**src/rtl/fsq_pkg.sv**
```systemverilog
// Constants, state codes and register layout for the flash block erase and
// status sequencer. Assumes a 100 MHz system clock and a classic Wishbone
// slave port with 32-bit data and byte addresses.
//
// Behaviour
// - Setup 20h then confirm D0h inside a block starts erase and verify.
// - Ready flag reads 0 during the whole erase, then 1.
// - Block 0 erase ignored unless rewrite enabled and block 0 unlocked; the code skips it and sets both error flags.
// - Block 1 erase ignored while block 1 lock is 1; the code skips it and sets both error flags.
// - RAM-run mode enters status-read mode when the erase starts.
// - Status bit 7 falls at erase start, rises at erase end.
// - RAM-run mode stays in status-read mode until read array.
// - Status reads after read status, program or erase until read array; program and erase set status mode only while ew1 is clear.
// - Status byte: bit 4 program, bit 5 erase, bit 7 ready.
// - Sequencer bit is 0 while programming or erasing, 1 when done.
// - Clear status resets both error flags and their status images.
// - Either error flag set refuses new program and erase commands.
// - Command sequence errors set both error flags.
// - Failed erase sets erase error 1 and program error 0.
// - Failed program sets erase error 0 and program error 1.
// - Read array code as erase second cycle drops it, enters read array.
// - Read array code in a first cycle selects read array mode.
// - Read status code makes the following read return the status byte.
// - Clear status code in one cycle clears both error flags.

`default_nettype none

package fsq_pkg;

	localparam int CLK_PERIOD_NS = 10;
	localparam int PROG_TIME_NS = 1000;
	localparam int PROG_CYCLES =
		(PROG_TIME_NS + CLK_PERIOD_NS - 1) / CLK_PERIOD_NS;

	localparam int FLASH_BLOCKS = 4;
	localparam int FLASH_BLOCK_BYTES = 64;

	////////////////////////////////////////////////////////////////////////
	localparam logic [15:0] ADR_CTRL = 16'h0000;
	localparam logic [15:0] ADR_PROT = 16'h0004;
	localparam logic [3:0] ROM_AREA = 4'h1;

	localparam logic [7:0] CMD_READ_ARRAY = 8'hFF;
	localparam logic [7:0] CMD_READ_STATUS = 8'h70;
	localparam logic [7:0] CMD_CLEAR_STATUS = 8'h50;
	localparam logic [7:0] CMD_PROGRAM = 8'h40;
	localparam logic [7:0] CMD_ERASE_SETUP = 8'h20;
	localparam logic [7:0] CMD_ERASE_CONFIRM = 8'hD0;
	localparam logic [7:0] ERASED_BYTE = 8'hFF;

	localparam int CTRL_READY_BIT = 0;
	localparam int CTRL_EW1_BIT = 1;
	localparam int CTRL_REWRITE_BIT = 2;
	localparam int CTRL_FAULT_BIT = 3;
	localparam int CTRL_PERR_BIT = 6;
	localparam int CTRL_EERR_BIT = 7;
	localparam int PROT_B0_BIT = 0;
	localparam int PROT_B1_BIT = 1;

	localparam int SR_PROG_BIT = 4;
	localparam int SR_ERASE_BIT = 5;
	localparam int SR_READY_BIT = 7;

	typedef enum logic [4:0] {
		FSQ_IDLE = 5'b00001,
		FSQ_ERASE = 5'b00010,
		FSQ_EVERIFY = 5'b00100,
		FSQ_PROG = 5'b01000,
		FSQ_PVERIFY = 5'b10000
	} fsq_state_t;

endpackage

`default_nettype wire

```
**src/rtl/fsq_sequencer.sv**
```systemverilog
// Flash command sequencer: block erase, program, status register and error
// flags, behind a classic Wishbone slave. Assumes the CPU issues one byte
// per command cycle to the user ROM window and waits for ack.
//
// Design decisions made here: the address map and the Wishbone interface to the registers.

`default_nettype none

module fsq_sequencer #(
	parameter int BLOCKS = fsq_pkg::FLASH_BLOCKS,
	parameter int BLOCK_BYTES = fsq_pkg::FLASH_BLOCK_BYTES,
	parameter int PROG_CYCLES = fsq_pkg::PROG_CYCLES
) (
	input wire logic clk_sys_i,
	input wire logic rstn_i,
	input wire logic wb_cyc_i,
	input wire logic wb_stb_i,
	input wire logic wb_we_i,
	input wire logic [15:0] wb_adr_i,
	input wire logic [3:0] wb_sel_i,
	input wire logic [31:0] wb_dat_i,
	output logic [31:0] wb_dat_o,
	output logic wb_ack_o,
	output logic seq_ready_o
);

	localparam int BAW = $clog2(BLOCK_BYTES);
	localparam int BLW = (BLOCKS > 1) ? $clog2(BLOCKS) : 1;
	localparam int FAW = BAW + BLW;
	localparam int FLASH_BYTES = BLOCKS * BLOCK_BYTES;

	////////////////////////////////////////////////////////////////////////
	// State.

	typedef struct packed {
		fsq_pkg::fsq_state_t st;
		logic ack;
		logic [31:0] dat;
		logic ready;
		logic ew1;
		logic rewrite_enable;
		logic fault_inject;
		logic block0_lock;
		logic block1_lock;
		logic program_error_flag;
		logic erase_error_flag;
		logic stat_mode;
		logic pend_erase;
		logic pend_prog;
		logic [11:0] pend_addr;
		logic [BLW-1:0] op_blk;
		logic [BAW-1:0] idx;
		logic [FAW-1:0] op_addr;
		logic [7:0] op_data;
	} fsq_seq_t;

	fsq_seq_t r, n;

	logic req;
	logic rom_hit;
	logic byte_wr;
	logic [11:0] rom_off;
	logic in_flash;
	logic [BLW-1:0] tgt_blk;
	logic blk_locked;
	logic err_any;
	logic [7:0] cbyte;
	logic [7:0] status_byte;
	logic [7:0] rd_byte;
	logic [7:0] mem_rdata;
	logic [7:0] mem_vdata;
	logic mem_we;
	logic [FAW-1:0] mem_waddr;
	logic [7:0] mem_wdata;
	logic [FAW-1:0] mem_vaddr;
	logic prog_start;
	logic prog_done;
	logic cmd_wr;
	logic last_idx;
	logic [FAW-1:0] erase_addr;
	logic [7:0] ctrl_image;
	logic [7:0] prot_image;

	////////////////////////////////////////////////////////////////////////
	// Address decode and command byte.

	assign req = wb_cyc_i & wb_stb_i & ~r.ack;
	assign rom_hit = (wb_adr_i[15:12] == fsq_pkg::ROM_AREA);
	assign rom_off = wb_adr_i[11:0];
	assign byte_wr = (wb_sel_i == (4'h1 << wb_adr_i[1:0]));
	assign cbyte = wb_dat_i[{wb_adr_i[1:0], 3'b000} +: 8];
	// The ROM window is wider than the array; the excess reads as erased
	// and an erase confirm or program data cycle aimed there is a sequence error.
	assign in_flash = (32'(rom_off) < 32'(FLASH_BYTES));
	assign tgt_blk = rom_off[BAW +: BLW];
	assign err_any = r.program_error_flag | r.erase_error_flag;
	assign cmd_wr = wb_we_i & byte_wr & (r.st == fsq_pkg::FSQ_IDLE);
	assign last_idx = (r.idx == BAW'(BLOCK_BYTES - 1));
	assign erase_addr = {r.op_blk, r.idx};

	// Only blocks 0 and 1 carry lock bits; the others are always open.
	always_comb begin
		blk_locked = 1'b0;
		if (tgt_blk == BLW'(0)) begin
			blk_locked = ~r.rewrite_enable | r.block0_lock;
		end else if (tgt_blk == BLW'(1)) begin
			blk_locked = r.block1_lock;
		end
	end

	// Reserved positions stay zero.
	always_comb begin
		status_byte = 8'h00;
		status_byte[fsq_pkg::SR_READY_BIT] = r.ready;
		status_byte[fsq_pkg::SR_ERASE_BIT] = r.erase_error_flag;
		status_byte[fsq_pkg::SR_PROG_BIT] = r.program_error_flag;
	end

	always_comb begin
		if (r.stat_mode) begin
			rd_byte = status_byte;
		end else if (in_flash) begin
			rd_byte = mem_rdata;
		end else begin
			rd_byte = fsq_pkg::ERASED_BYTE;
		end
	end

	////////////////////////////////////////////////////////////////////////
	// Register images. Unused bit positions read as zero.

	always_comb begin
		ctrl_image = 8'h00;
		ctrl_image[fsq_pkg::CTRL_READY_BIT] = r.ready;
		ctrl_image[fsq_pkg::CTRL_EW1_BIT] = r.ew1;
		ctrl_image[fsq_pkg::CTRL_REWRITE_BIT] = r.rewrite_enable;
		ctrl_image[fsq_pkg::CTRL_FAULT_BIT] = r.fault_inject;
		ctrl_image[fsq_pkg::CTRL_PERR_BIT] = r.program_error_flag;
		ctrl_image[fsq_pkg::CTRL_EERR_BIT] = r.erase_error_flag;
	end

	always_comb begin
		prot_image = 8'h00;
		prot_image[fsq_pkg::PROT_B0_BIT] = r.block0_lock;
		prot_image[fsq_pkg::PROT_B1_BIT] = r.block1_lock;
	end

	////////////////////////////////////////////////////////////////////////
	// Next state.

	always_comb begin
		n = r;
		n.ack = 1'b0;
		prog_start = 1'b0;
		mem_we = 1'b0;
		mem_waddr = r.op_addr;
		mem_wdata = r.op_data;
		mem_vaddr = r.op_addr;

		if (req) begin
			n.ack = 1'b1;
			n.dat = 32'h0000_0000;
			if (rom_hit) begin
				if (!wb_we_i) begin
					n.dat = {4{rd_byte}};
				// A write while the sequencer is busy is dropped; reads follow the read
				// mode, which the operation switches to status only while ew1 is clear.
				end else if (cmd_wr) begin
					if (r.pend_erase) begin
						n.pend_erase = 1'b0;
						if (cbyte == fsq_pkg::CMD_ERASE_CONFIRM) begin
							if (!in_flash || blk_locked) begin
								n.erase_error_flag = 1'b1;
								n.program_error_flag = 1'b1;
							end else begin
								n.st = fsq_pkg::FSQ_ERASE;
								n.ready = 1'b0;
								n.op_blk = tgt_blk;
								n.idx = '0;
								if (!r.ew1) begin
									n.stat_mode = 1'b1;
								end
							end
						end else if (cbyte == fsq_pkg::CMD_READ_ARRAY) begin
							n.stat_mode = 1'b0;
						end else begin
							n.erase_error_flag = 1'b1;
							n.program_error_flag = 1'b1;
						end
					end else if (r.pend_prog) begin
						n.pend_prog = 1'b0;
						// The data cycle must repeat the setup address.
						if (rom_off != r.pend_addr || !in_flash ||
								blk_locked) begin
							n.erase_error_flag = 1'b1;
							n.program_error_flag = 1'b1;
						end else begin
							n.st = fsq_pkg::FSQ_PROG;
							n.ready = 1'b0;
							n.op_addr = rom_off[FAW-1:0];
							n.op_data = cbyte;
							prog_start = 1'b1;
							if (!r.ew1) begin
								n.stat_mode = 1'b1;
							end
						end
					end else begin
						case (cbyte)
							fsq_pkg::CMD_READ_ARRAY: begin
								n.stat_mode = 1'b0;
							end
							fsq_pkg::CMD_READ_STATUS: begin
								n.stat_mode = 1'b1;
							end
							fsq_pkg::CMD_CLEAR_STATUS: begin
								n.erase_error_flag = 1'b0;
								n.program_error_flag = 1'b0;
							end
							fsq_pkg::CMD_ERASE_SETUP: begin
								n.pend_erase = ~err_any;
							end
							fsq_pkg::CMD_PROGRAM: begin
								n.pend_prog = ~err_any;
								n.pend_addr = rom_off;
							end
							default: begin
								n.erase_error_flag = 1'b1;
								n.program_error_flag = 1'b1;
							end
						endcase
					end
				end
			end else if (wb_adr_i == fsq_pkg::ADR_CTRL) begin
				if (wb_we_i) begin
					if (wb_sel_i[0]) begin
						n.ew1 = wb_dat_i[fsq_pkg::CTRL_EW1_BIT];
						n.rewrite_enable =
							wb_dat_i[fsq_pkg::CTRL_REWRITE_BIT];
						n.fault_inject = wb_dat_i[fsq_pkg::CTRL_FAULT_BIT];
					end
				end else begin
					n.dat[7:0] = ctrl_image;
				end
			end else if (wb_adr_i == fsq_pkg::ADR_PROT) begin
				if (wb_we_i) begin
					if (wb_sel_i[0]) begin
						n.block0_lock = wb_dat_i[fsq_pkg::PROT_B0_BIT];
						n.block1_lock = wb_dat_i[fsq_pkg::PROT_B1_BIT];
					end
				end else begin
					n.dat[7:0] = prot_image;
				end
			end
		end

		// Operation engine. It runs after the bus decode so an error raised
		// by a finishing operation always lands, whatever the bus did.
		case (r.st)
			fsq_pkg::FSQ_IDLE: begin
			end
			fsq_pkg::FSQ_ERASE: begin
				mem_we = 1'b1;
				mem_waddr = erase_addr;
				mem_wdata = r.fault_inject ? 8'hFE : fsq_pkg::ERASED_BYTE;
				n.idx = r.idx + 1'b1;
				if (last_idx) begin
					n.st = fsq_pkg::FSQ_EVERIFY;
					n.idx = '0;
				end
			end
			fsq_pkg::FSQ_EVERIFY: begin
				mem_vaddr = erase_addr;
				n.idx = r.idx + 1'b1;
				if (mem_vdata != fsq_pkg::ERASED_BYTE) begin
					n.erase_error_flag = 1'b1;
				end
				if (last_idx) begin
					n.st = fsq_pkg::FSQ_IDLE;
					n.ready = 1'b1;
				end
			end
			fsq_pkg::FSQ_PROG: begin
				if (prog_done) begin
					mem_we = 1'b1;
					mem_wdata = r.fault_inject ? ~r.op_data : r.op_data;
					n.st = fsq_pkg::FSQ_PVERIFY;
				end
			end
			fsq_pkg::FSQ_PVERIFY: begin
				if (mem_vdata != r.op_data) begin
					n.program_error_flag = 1'b1;
				end
				n.st = fsq_pkg::FSQ_IDLE;
				n.ready = 1'b1;
			end
			default: begin
				n.st = fsq_pkg::FSQ_IDLE;
				n.ready = 1'b1;
			end
		endcase
	end

	always_ff @(posedge clk_sys_i or negedge rstn_i) begin
		if (!rstn_i) begin
			r <= '0;
			r.st <= fsq_pkg::FSQ_IDLE;
			r.ready <= 1'b1;
		end else begin
			r <= n;
		end
	end

	////////////////////////////////////////////////////////////////////////
	// Cell array and program timer.

	fsq_flash_array #(
		.DEPTH(1 << FAW),
		.AW(FAW)
	) u_array (
		.clk_sys_i(clk_sys_i),
		.we_i(mem_we),
		.waddr_i(mem_waddr),
		.wdata_i(mem_wdata),
		.raddr_i(rom_off[FAW-1:0]),
		.rdata_o(mem_rdata),
		.vaddr_i(mem_vaddr),
		.vdata_o(mem_vdata)
	);

	// Sixteen counter bits leave room for far longer program times.
	fsq_op_timer #(
		.COUNT(PROG_CYCLES),
		.W(16)
	) u_prog_timer (
		.clk_sys_i(clk_sys_i),
		.rstn_i(rstn_i),
		.start_i(prog_start),
		.done_o(prog_done)
	);

	assign wb_dat_o = r.dat;
	assign wb_ack_o = r.ack;
	assign seq_ready_o = r.ready;

endmodule

`default_nettype wire

```
**src/rtl/fsq_flash_array.sv**
```systemverilog
// Byte-wide flash cell array with one write port and two read ports.
// Assumes the sequencer serialises all writes; contents are not reset.

`default_nettype none

module fsq_flash_array #(
	parameter int DEPTH = 256,
	parameter int AW = 8
) (
	input wire logic clk_sys_i,
	input wire logic we_i,
	input wire logic [AW-1:0] waddr_i,
	input wire logic [7:0] wdata_i,
	input wire logic [AW-1:0] raddr_i,
	output logic [7:0] rdata_o,
	input wire logic [AW-1:0] vaddr_i,
	output logic [7:0] vdata_o
);

	// Reads are combinational so the bus answer and the verify compare both
	// see the cell in the same cycle; fine for the small array used here.
	logic [7:0] mem [DEPTH];

	always_ff @(posedge clk_sys_i) begin
		if (we_i) begin
			mem[waddr_i] <= wdata_i;
		end
	end

	assign rdata_o = mem[raddr_i];
	assign vdata_o = mem[vaddr_i];

endmodule

`default_nettype wire

```
**src/rtl/fsq_op_timer.sv**
```systemverilog
// Counts a fixed number of cycles after a start pulse and then pulses done.
// Assumes start is a one-cycle pulse issued only while the timer is idle.

`default_nettype none

module fsq_op_timer #(
	parameter int COUNT = 100,
	parameter int W = 8
) (
	input wire logic clk_sys_i,
	input wire logic rstn_i,
	input wire logic start_i,
	output logic done_o
);

	typedef struct packed {
		logic run;
		logic done;
		logic [W-1:0] cnt;
	} fsq_tmr_t;

	fsq_tmr_t r, n;

	always_comb begin
		n = r;
		n.done = 1'b0;
		if (start_i) begin
			n.run = 1'b1;
			n.cnt = W'(COUNT - 1);
		end else if (r.run) begin
			if (r.cnt == '0) begin
				n.run = 1'b0;
				n.done = 1'b1;
			end else begin
				n.cnt = r.cnt - 1'b1;
			end
		end
	end

	always_ff @(posedge clk_sys_i or negedge rstn_i) begin
		if (!rstn_i) begin
			r <= '0;
		end else begin
			r <= n;
		end
	end

	assign done_o = r.done;

endmodule

`default_nettype wire

```
**config.mk**
```make
export PLATFORM = sky130hd
export DESIGN_NAME = fsq_sequencer
export DESIGN_NICKNAME = d
export VERILOG_FILES = /design/src/rtl/fsq_pkg.sv /design/src/rtl/fsq_sequencer.sv /design/src/rtl/fsq_flash_array.sv /design/src/rtl/fsq_op_timer.sv
export SDC_FILE = /design/constraint.sdc
export NUM_CORES = 2
export LEC_CHECK = 0
export ABC_CLOCK_PERIOD_IN_PS = 28200
export BUFFER_PORTS_ARGS = -buffer_cell sky130_fd_sc_hd__buf_2
export CAP_MARGIN = 20
export CELL_PAD_IN_SITES_DETAIL_PLACEMENT = 1
export CELL_PAD_IN_SITES_GLOBAL_PLACEMENT = 1
export CORE_MARGIN = 3
export CORE_UTILIZATION = 28
export CTS_CLUSTER_DIAMETER = 120
export DETAILED_ROUTE_END_ITERATION = 12
export GPL_TIMING_DRIVEN = 1
export PLACE_DENSITY_LB_ADDON = 0.08
export SLEW_MARGIN = 20
export SYNTH_ARGS = -nofsm -noshare
export SYNTH_HDL_FRONTEND = slang
export SYNTH_SLANG_ARGS = --single-unit
```
**constraint.sdc**
```tcl
create_clock -name clk_sys_i -period 28.2 [get_ports clk_sys_i]
set_clock_uncertainty 0.15 [all_clocks]
set_input_delay 4.23 -clock clk_sys_i [delete_from_list [all_inputs] [get_ports clk_sys_i]]
set_output_delay 4.23 -clock clk_sys_i [all_outputs]
set_load 0.005 [all_outputs]
```
==> run summary <==
Yosys mapped the design onto 86 distinct sky130hd cell types. The number of hold buffers added after CTS was 0. The total negative slack for setup checks came out at 0 ps. In this run the vertical extent of the chip is 612 um. The floorplan step defined a core boundary enclosing 366000 sq um. The number of buffers added by the clock tree synthesis step is 271.

The area after detailed placement came out at 110000 sq um. The cell total after placement is 11500. Summed over all cells, the static leakage comes to 42.9 nW. The count of H-tree levels built during CTS came out at 5. The initial antenna violation count came out at 65. The arrival time at the worst endpoint came out at 11580 ps. The final-report hold violation count was 0. In the final routed layout, each cell accounts on average for 41.7 um. In this run, synthesis inferred 2048 flip-flops with an integrated enable. The synthesized netlist net count came out at 6857. Of the synthesized area, sequential elements account for 61.8%.

The number of buffer cells added on primary ports came out at 90. In the final layout, the multi-input gates occupy 37300 sq um. After clock tree synthesis, the clock-pin slew on the worst setup and hold paths is 60 ps. The flip-flop and latch count after synthesis came out at 2133.

The delay contributed by the slowest stage of the critical path came out at 800 ps. The ratio of cells with drive above 1 in the final layout came out at 25.6%. The full die area is 375000 sq um.

The number of core rows is 222. The synthesized netlist occupies a cell area of 103000 sq um. The final core utilization is 32.7%. The first-pass iteration count of the detailed router came out at 7.

Routability-driven placement finished with a final weighted congestion of 0.835. Summed over all layers, the routed wires come to 501000 um. The gate count after technology mapping is 6798. The power density over the cells came out at 60.2 nW/um^2.

The number of global-route vias before repair came out at 70900. The number of slew-limit violations in the final report was 0. The worst supply voltage drop on vdd came out at 0.0400 mV. Detailed placement finished with a half-perimeter wire length of 319000 um. In this run, the number of DRC markers left after iteration 0 of detailed routing was 8773. The count of nets left with antenna violations once routing finished came out at 0. In the synthesized netlist the dominant register cell turns out to be sky130_fd_sc_hd__edfxtp_1. The area taken by flip-flops and latches came out at 63600 sq um.

Along the worst path, the maximum fanout reaches 38. The summed area of non-filler cells in the final layout is 120000 sq um. On the critical path, the stage with the largest delay is an instance of sky130_fd_sc_hd__buf_4.

In this run the mean area of a mapped cell was 15.1 sq um. The maximum clock path buffer count is 4. Setup repair after global routing left no endpoint under its margin. Entering global routing, the biggest net connects 131 pins. The filler cells instantiated in the layout total 37500.

The count of instances resized after the clock tree is built is 0. The share of synthesized registers carrying an async set or reset came out at 3.98%. The most repeated cell in the gate-level netlist after synthesis is sky130_fd_sc_hd__edfxtp_1.

The I/O pin total is 91. The timing-limited maximum frequency came out at 91.5 MHz. Counting I/O delays and the setup requirement, the final critical path takes 10930 ps. The proportion of netlist area held by the largest area contributor is 59.7%. The flow ran to the end, and the final reports show no timing, DRC or antenna violations. The dominant cell type by count on the critical path is sky130_fd_sc_hd__buf_4.

The global-route congestion overflow total came out at 0. The number of violations of the max-capacitance limit came out at 0. The via total after detailed routing came out at 70700.

By count the netlist is led by 2048 x sky130_fd_sc_hd__edfxtp_1, 961 x sky130_fd_sc_hd__nand2_1, 766 x sky130_fd_sc_hd__mux4_2. From left edge to right edge, the die measures 612 um. The starting utilization of the core area is 28.1%. The critical path start-end classification is primary input to flop. The synthesis-to-finish area growth came out at 16.1%.

STA classifies the critical path startpoint as a primary input. The number of vias per cell after detailed routing came out at 5.89. The root buffer cell is sky130_fd_sc_hd__clkbuf_16. The global-route usage over all layers came out at 26.1%.

In the routed design, unresolved DRC markers number 0. The critical path goes through buf_8, buf_4, buf_4, buf_4, buf_4, buf_4, mux4_2, mux4_2, mux4_2, mux4_2, o21ai_0, o21ai_0, nand2_1, nand2_1. The wire length of the first global-routing pass came out at 667000 um.

For the worst-skew pair, the clock arrives at the later sink with an insertion delay of 920 ps. The clock tree from TritonCTS is done. The measured slew at the worst slew-check pin is 1210 ps. By area the synthesized netlist is led by sky130_fd_sc_hd__edfxtp_1 60%, sky130_fd_sc_hd__mux4_2 17%, sky130_fd_sc_hd__nand2_1 3.5%. The total of warnings raised by yosys came out at 0. After clock tree synthesis, the setup repair step added 0 buffers. The final worst-path cycle share came out at 38.8%.

The biggest area consumer among synthesized cells is sky130_fd_sc_hd__edfxtp_1. The class of the most critical hold timing path is flop to flop. The number of clock sinks is 2133. The required time at the endpoint of the critical path came out at 28850 ps. For this run, the number of standard cells in the final layout without fillers is 12000. For this run, the post-layout net count is 7010. The type of element capturing the critical path is a flop.

Setup violations remaining at the end of the flow were counted as 0. The remaining max-slew budget at the tightest pin is 19.5%.
[through the flow]
stage | setup slack (ps) | total power, mW | hold WS (ps)
global placement | 16200 | 3.65 | 362
detailed placement | 16160 | 3.65 | 369
finish | 17270 | 7.20 | 381
floorplan | 18250 | 3.59 | 297
CTS | 17130 | 7.27 | 385
global route | 16740 | 7.40 | 401
[path summary, 6_finish.rpt]
check	slack (ps)	from	cells after the start	to
max in group asynchronous	23400	rstn_i	2	erase_addr[0]
setup reg to reg	19930	r[84]	16	ctrl_image[7]
setup / recovery	17270	wb_adr_i[0]	14	wb_dat_o[0]
hold reg to reg	380	r[34]	1	r[34]
min in group asynchronous	3160	rstn_i	1	r[25]
hold / removal	380	r[34]	1	r[34]
[flip-flops by register name (all words and copies together) (netlist names)]
| register | flops |
|---|---|
| ctrl_image | 5 |
| erase_addr | 8 |
| prot_image | 2 |
| r | 36 |
| seq_ready_o | 1 |
| u_array.mem | 2048 |
| u_prog_timer.done_o | 1 |
| u_prog_timer.r | 17 |
| wb_ack_o | 1 |
| wb_dat_o | 14 |
[worst max-delay path: cells and delay by family]
kind,cells,cell delay [ps]
buf+inv,6,4060
mux,4,2160
compound gates,2,730
simple gates,2,190
[layer usage]
layer	global-route usage [%]	up-vias	part of all wire, %
li1	-	27800	-
met1	37.3	39200	44
met2	40.9	3114	45
met3	4.25	642	7.3
met4	7.68	14	3.2
met5	0	-	0.020
[kinds of logic after synthesis]
logic type | Yosys count | share of synthesized area [%]
adder cells (fa/ha/maj) | 2 | 0.0243
AO/OA/AOI/OAI | 1007 | 6.75
multiplexers | 1127 | 20.3
buffers and inverters | 606 | 2.71
flip-flops | 2133 | 61.8
XOR/XNOR | 57 | 0.485
AND/OR/NAND/NOR | 1866 | 7.88
[layout by cell type, fill, tap and decap left out, types with 17 or more instances in the layout]
cell type	instances
sky130_fd_sc_hd__edfxtp_1	2048
sky130_fd_sc_hd__nand2_1	933
sky130_fd_sc_hd__mux4_2	766
sky130_fd_sc_hd__buf_4	362
sky130_fd_sc_hd__mux2i_1	293
sky130_fd_sc_hd__nor2_1	279
sky130_fd_sc_hd__clkbuf_16	278
sky130_fd_sc_hd__nand3_1	234
sky130_fd_sc_hd__a21oi_1	177
sky130_fd_sc_hd__a31oi_1	130
sky130_fd_sc_hd__o21ai_0	123
sky130_fd_sc_hd__and3_1	103
sky130_fd_sc_hd__a211oi_1	93
sky130_fd_sc_hd__o22ai_1	84
sky130_fd_sc_hd__buf_2	84
sky130_fd_sc_hd__dfrtp_1	82
sky130_fd_sc_hd__nor2_2	65
sky130_fd_sc_hd__a32oi_1	61
sky130_fd_sc_hd__clkinv_1	60
sky130_fd_sc_hd__mux2_2	60
sky130_fd_sc_hd__a22oi_1	47
sky130_fd_sc_hd__clkbuf_1	46
sky130_fd_sc_hd__clkinv_2	46
sky130_fd_sc_hd__nand4_1	41
sky130_fd_sc_hd__nor3_1	39
sky130_fd_sc_hd__bufinv_16	37
sky130_fd_sc_hd__xnor2_1	35
sky130_fd_sc_hd__o221ai_1	35
sky130_fd_sc_hd__diode_2	26
sky130_fd_sc_hd__o211ai_1	25
sky130_fd_sc_hd__nor4_1	24
sky130_fd_sc_hd__xor2_1	22
sky130_fd_sc_hd__o32ai_1	21
sky130_fd_sc_hd__a2111oi_0	19
sky130_fd_sc_hd__a22o_1	19
sky130_fd_sc_hd__inv_1	18
sky130_fd_sc_hd__nand2b_1	18
sky130_fd_sc_hd__and2_1	17
sky130_fd_sc_hd__a222oi_1	17
[cell type report]
type	instances	area share, %
clock inverter	163	1.49
tap	4816	5.04
clock buffer	327	6.00
multi-input combinational	4059	31.2
inverter	20	0.0628
sequential	2133	53.2
antenna	26	0.0544
timing repair buffer	466	2.95
[power breakdown]
group | internal (mW) | total, mW | leakage [nW] | switching (mW)
combinational | 0.0585 | 0.159 | 15.0 | 0.101
sequential | 3.42 | 3.43 | 23.5 | 0.00422
clock | 2.15 | 3.61 | 4.39 | 1.46
total | 5.63 | 7.20 | 42.9 | 1.56
Note: power is estimated with default switching activity, not from simulation.
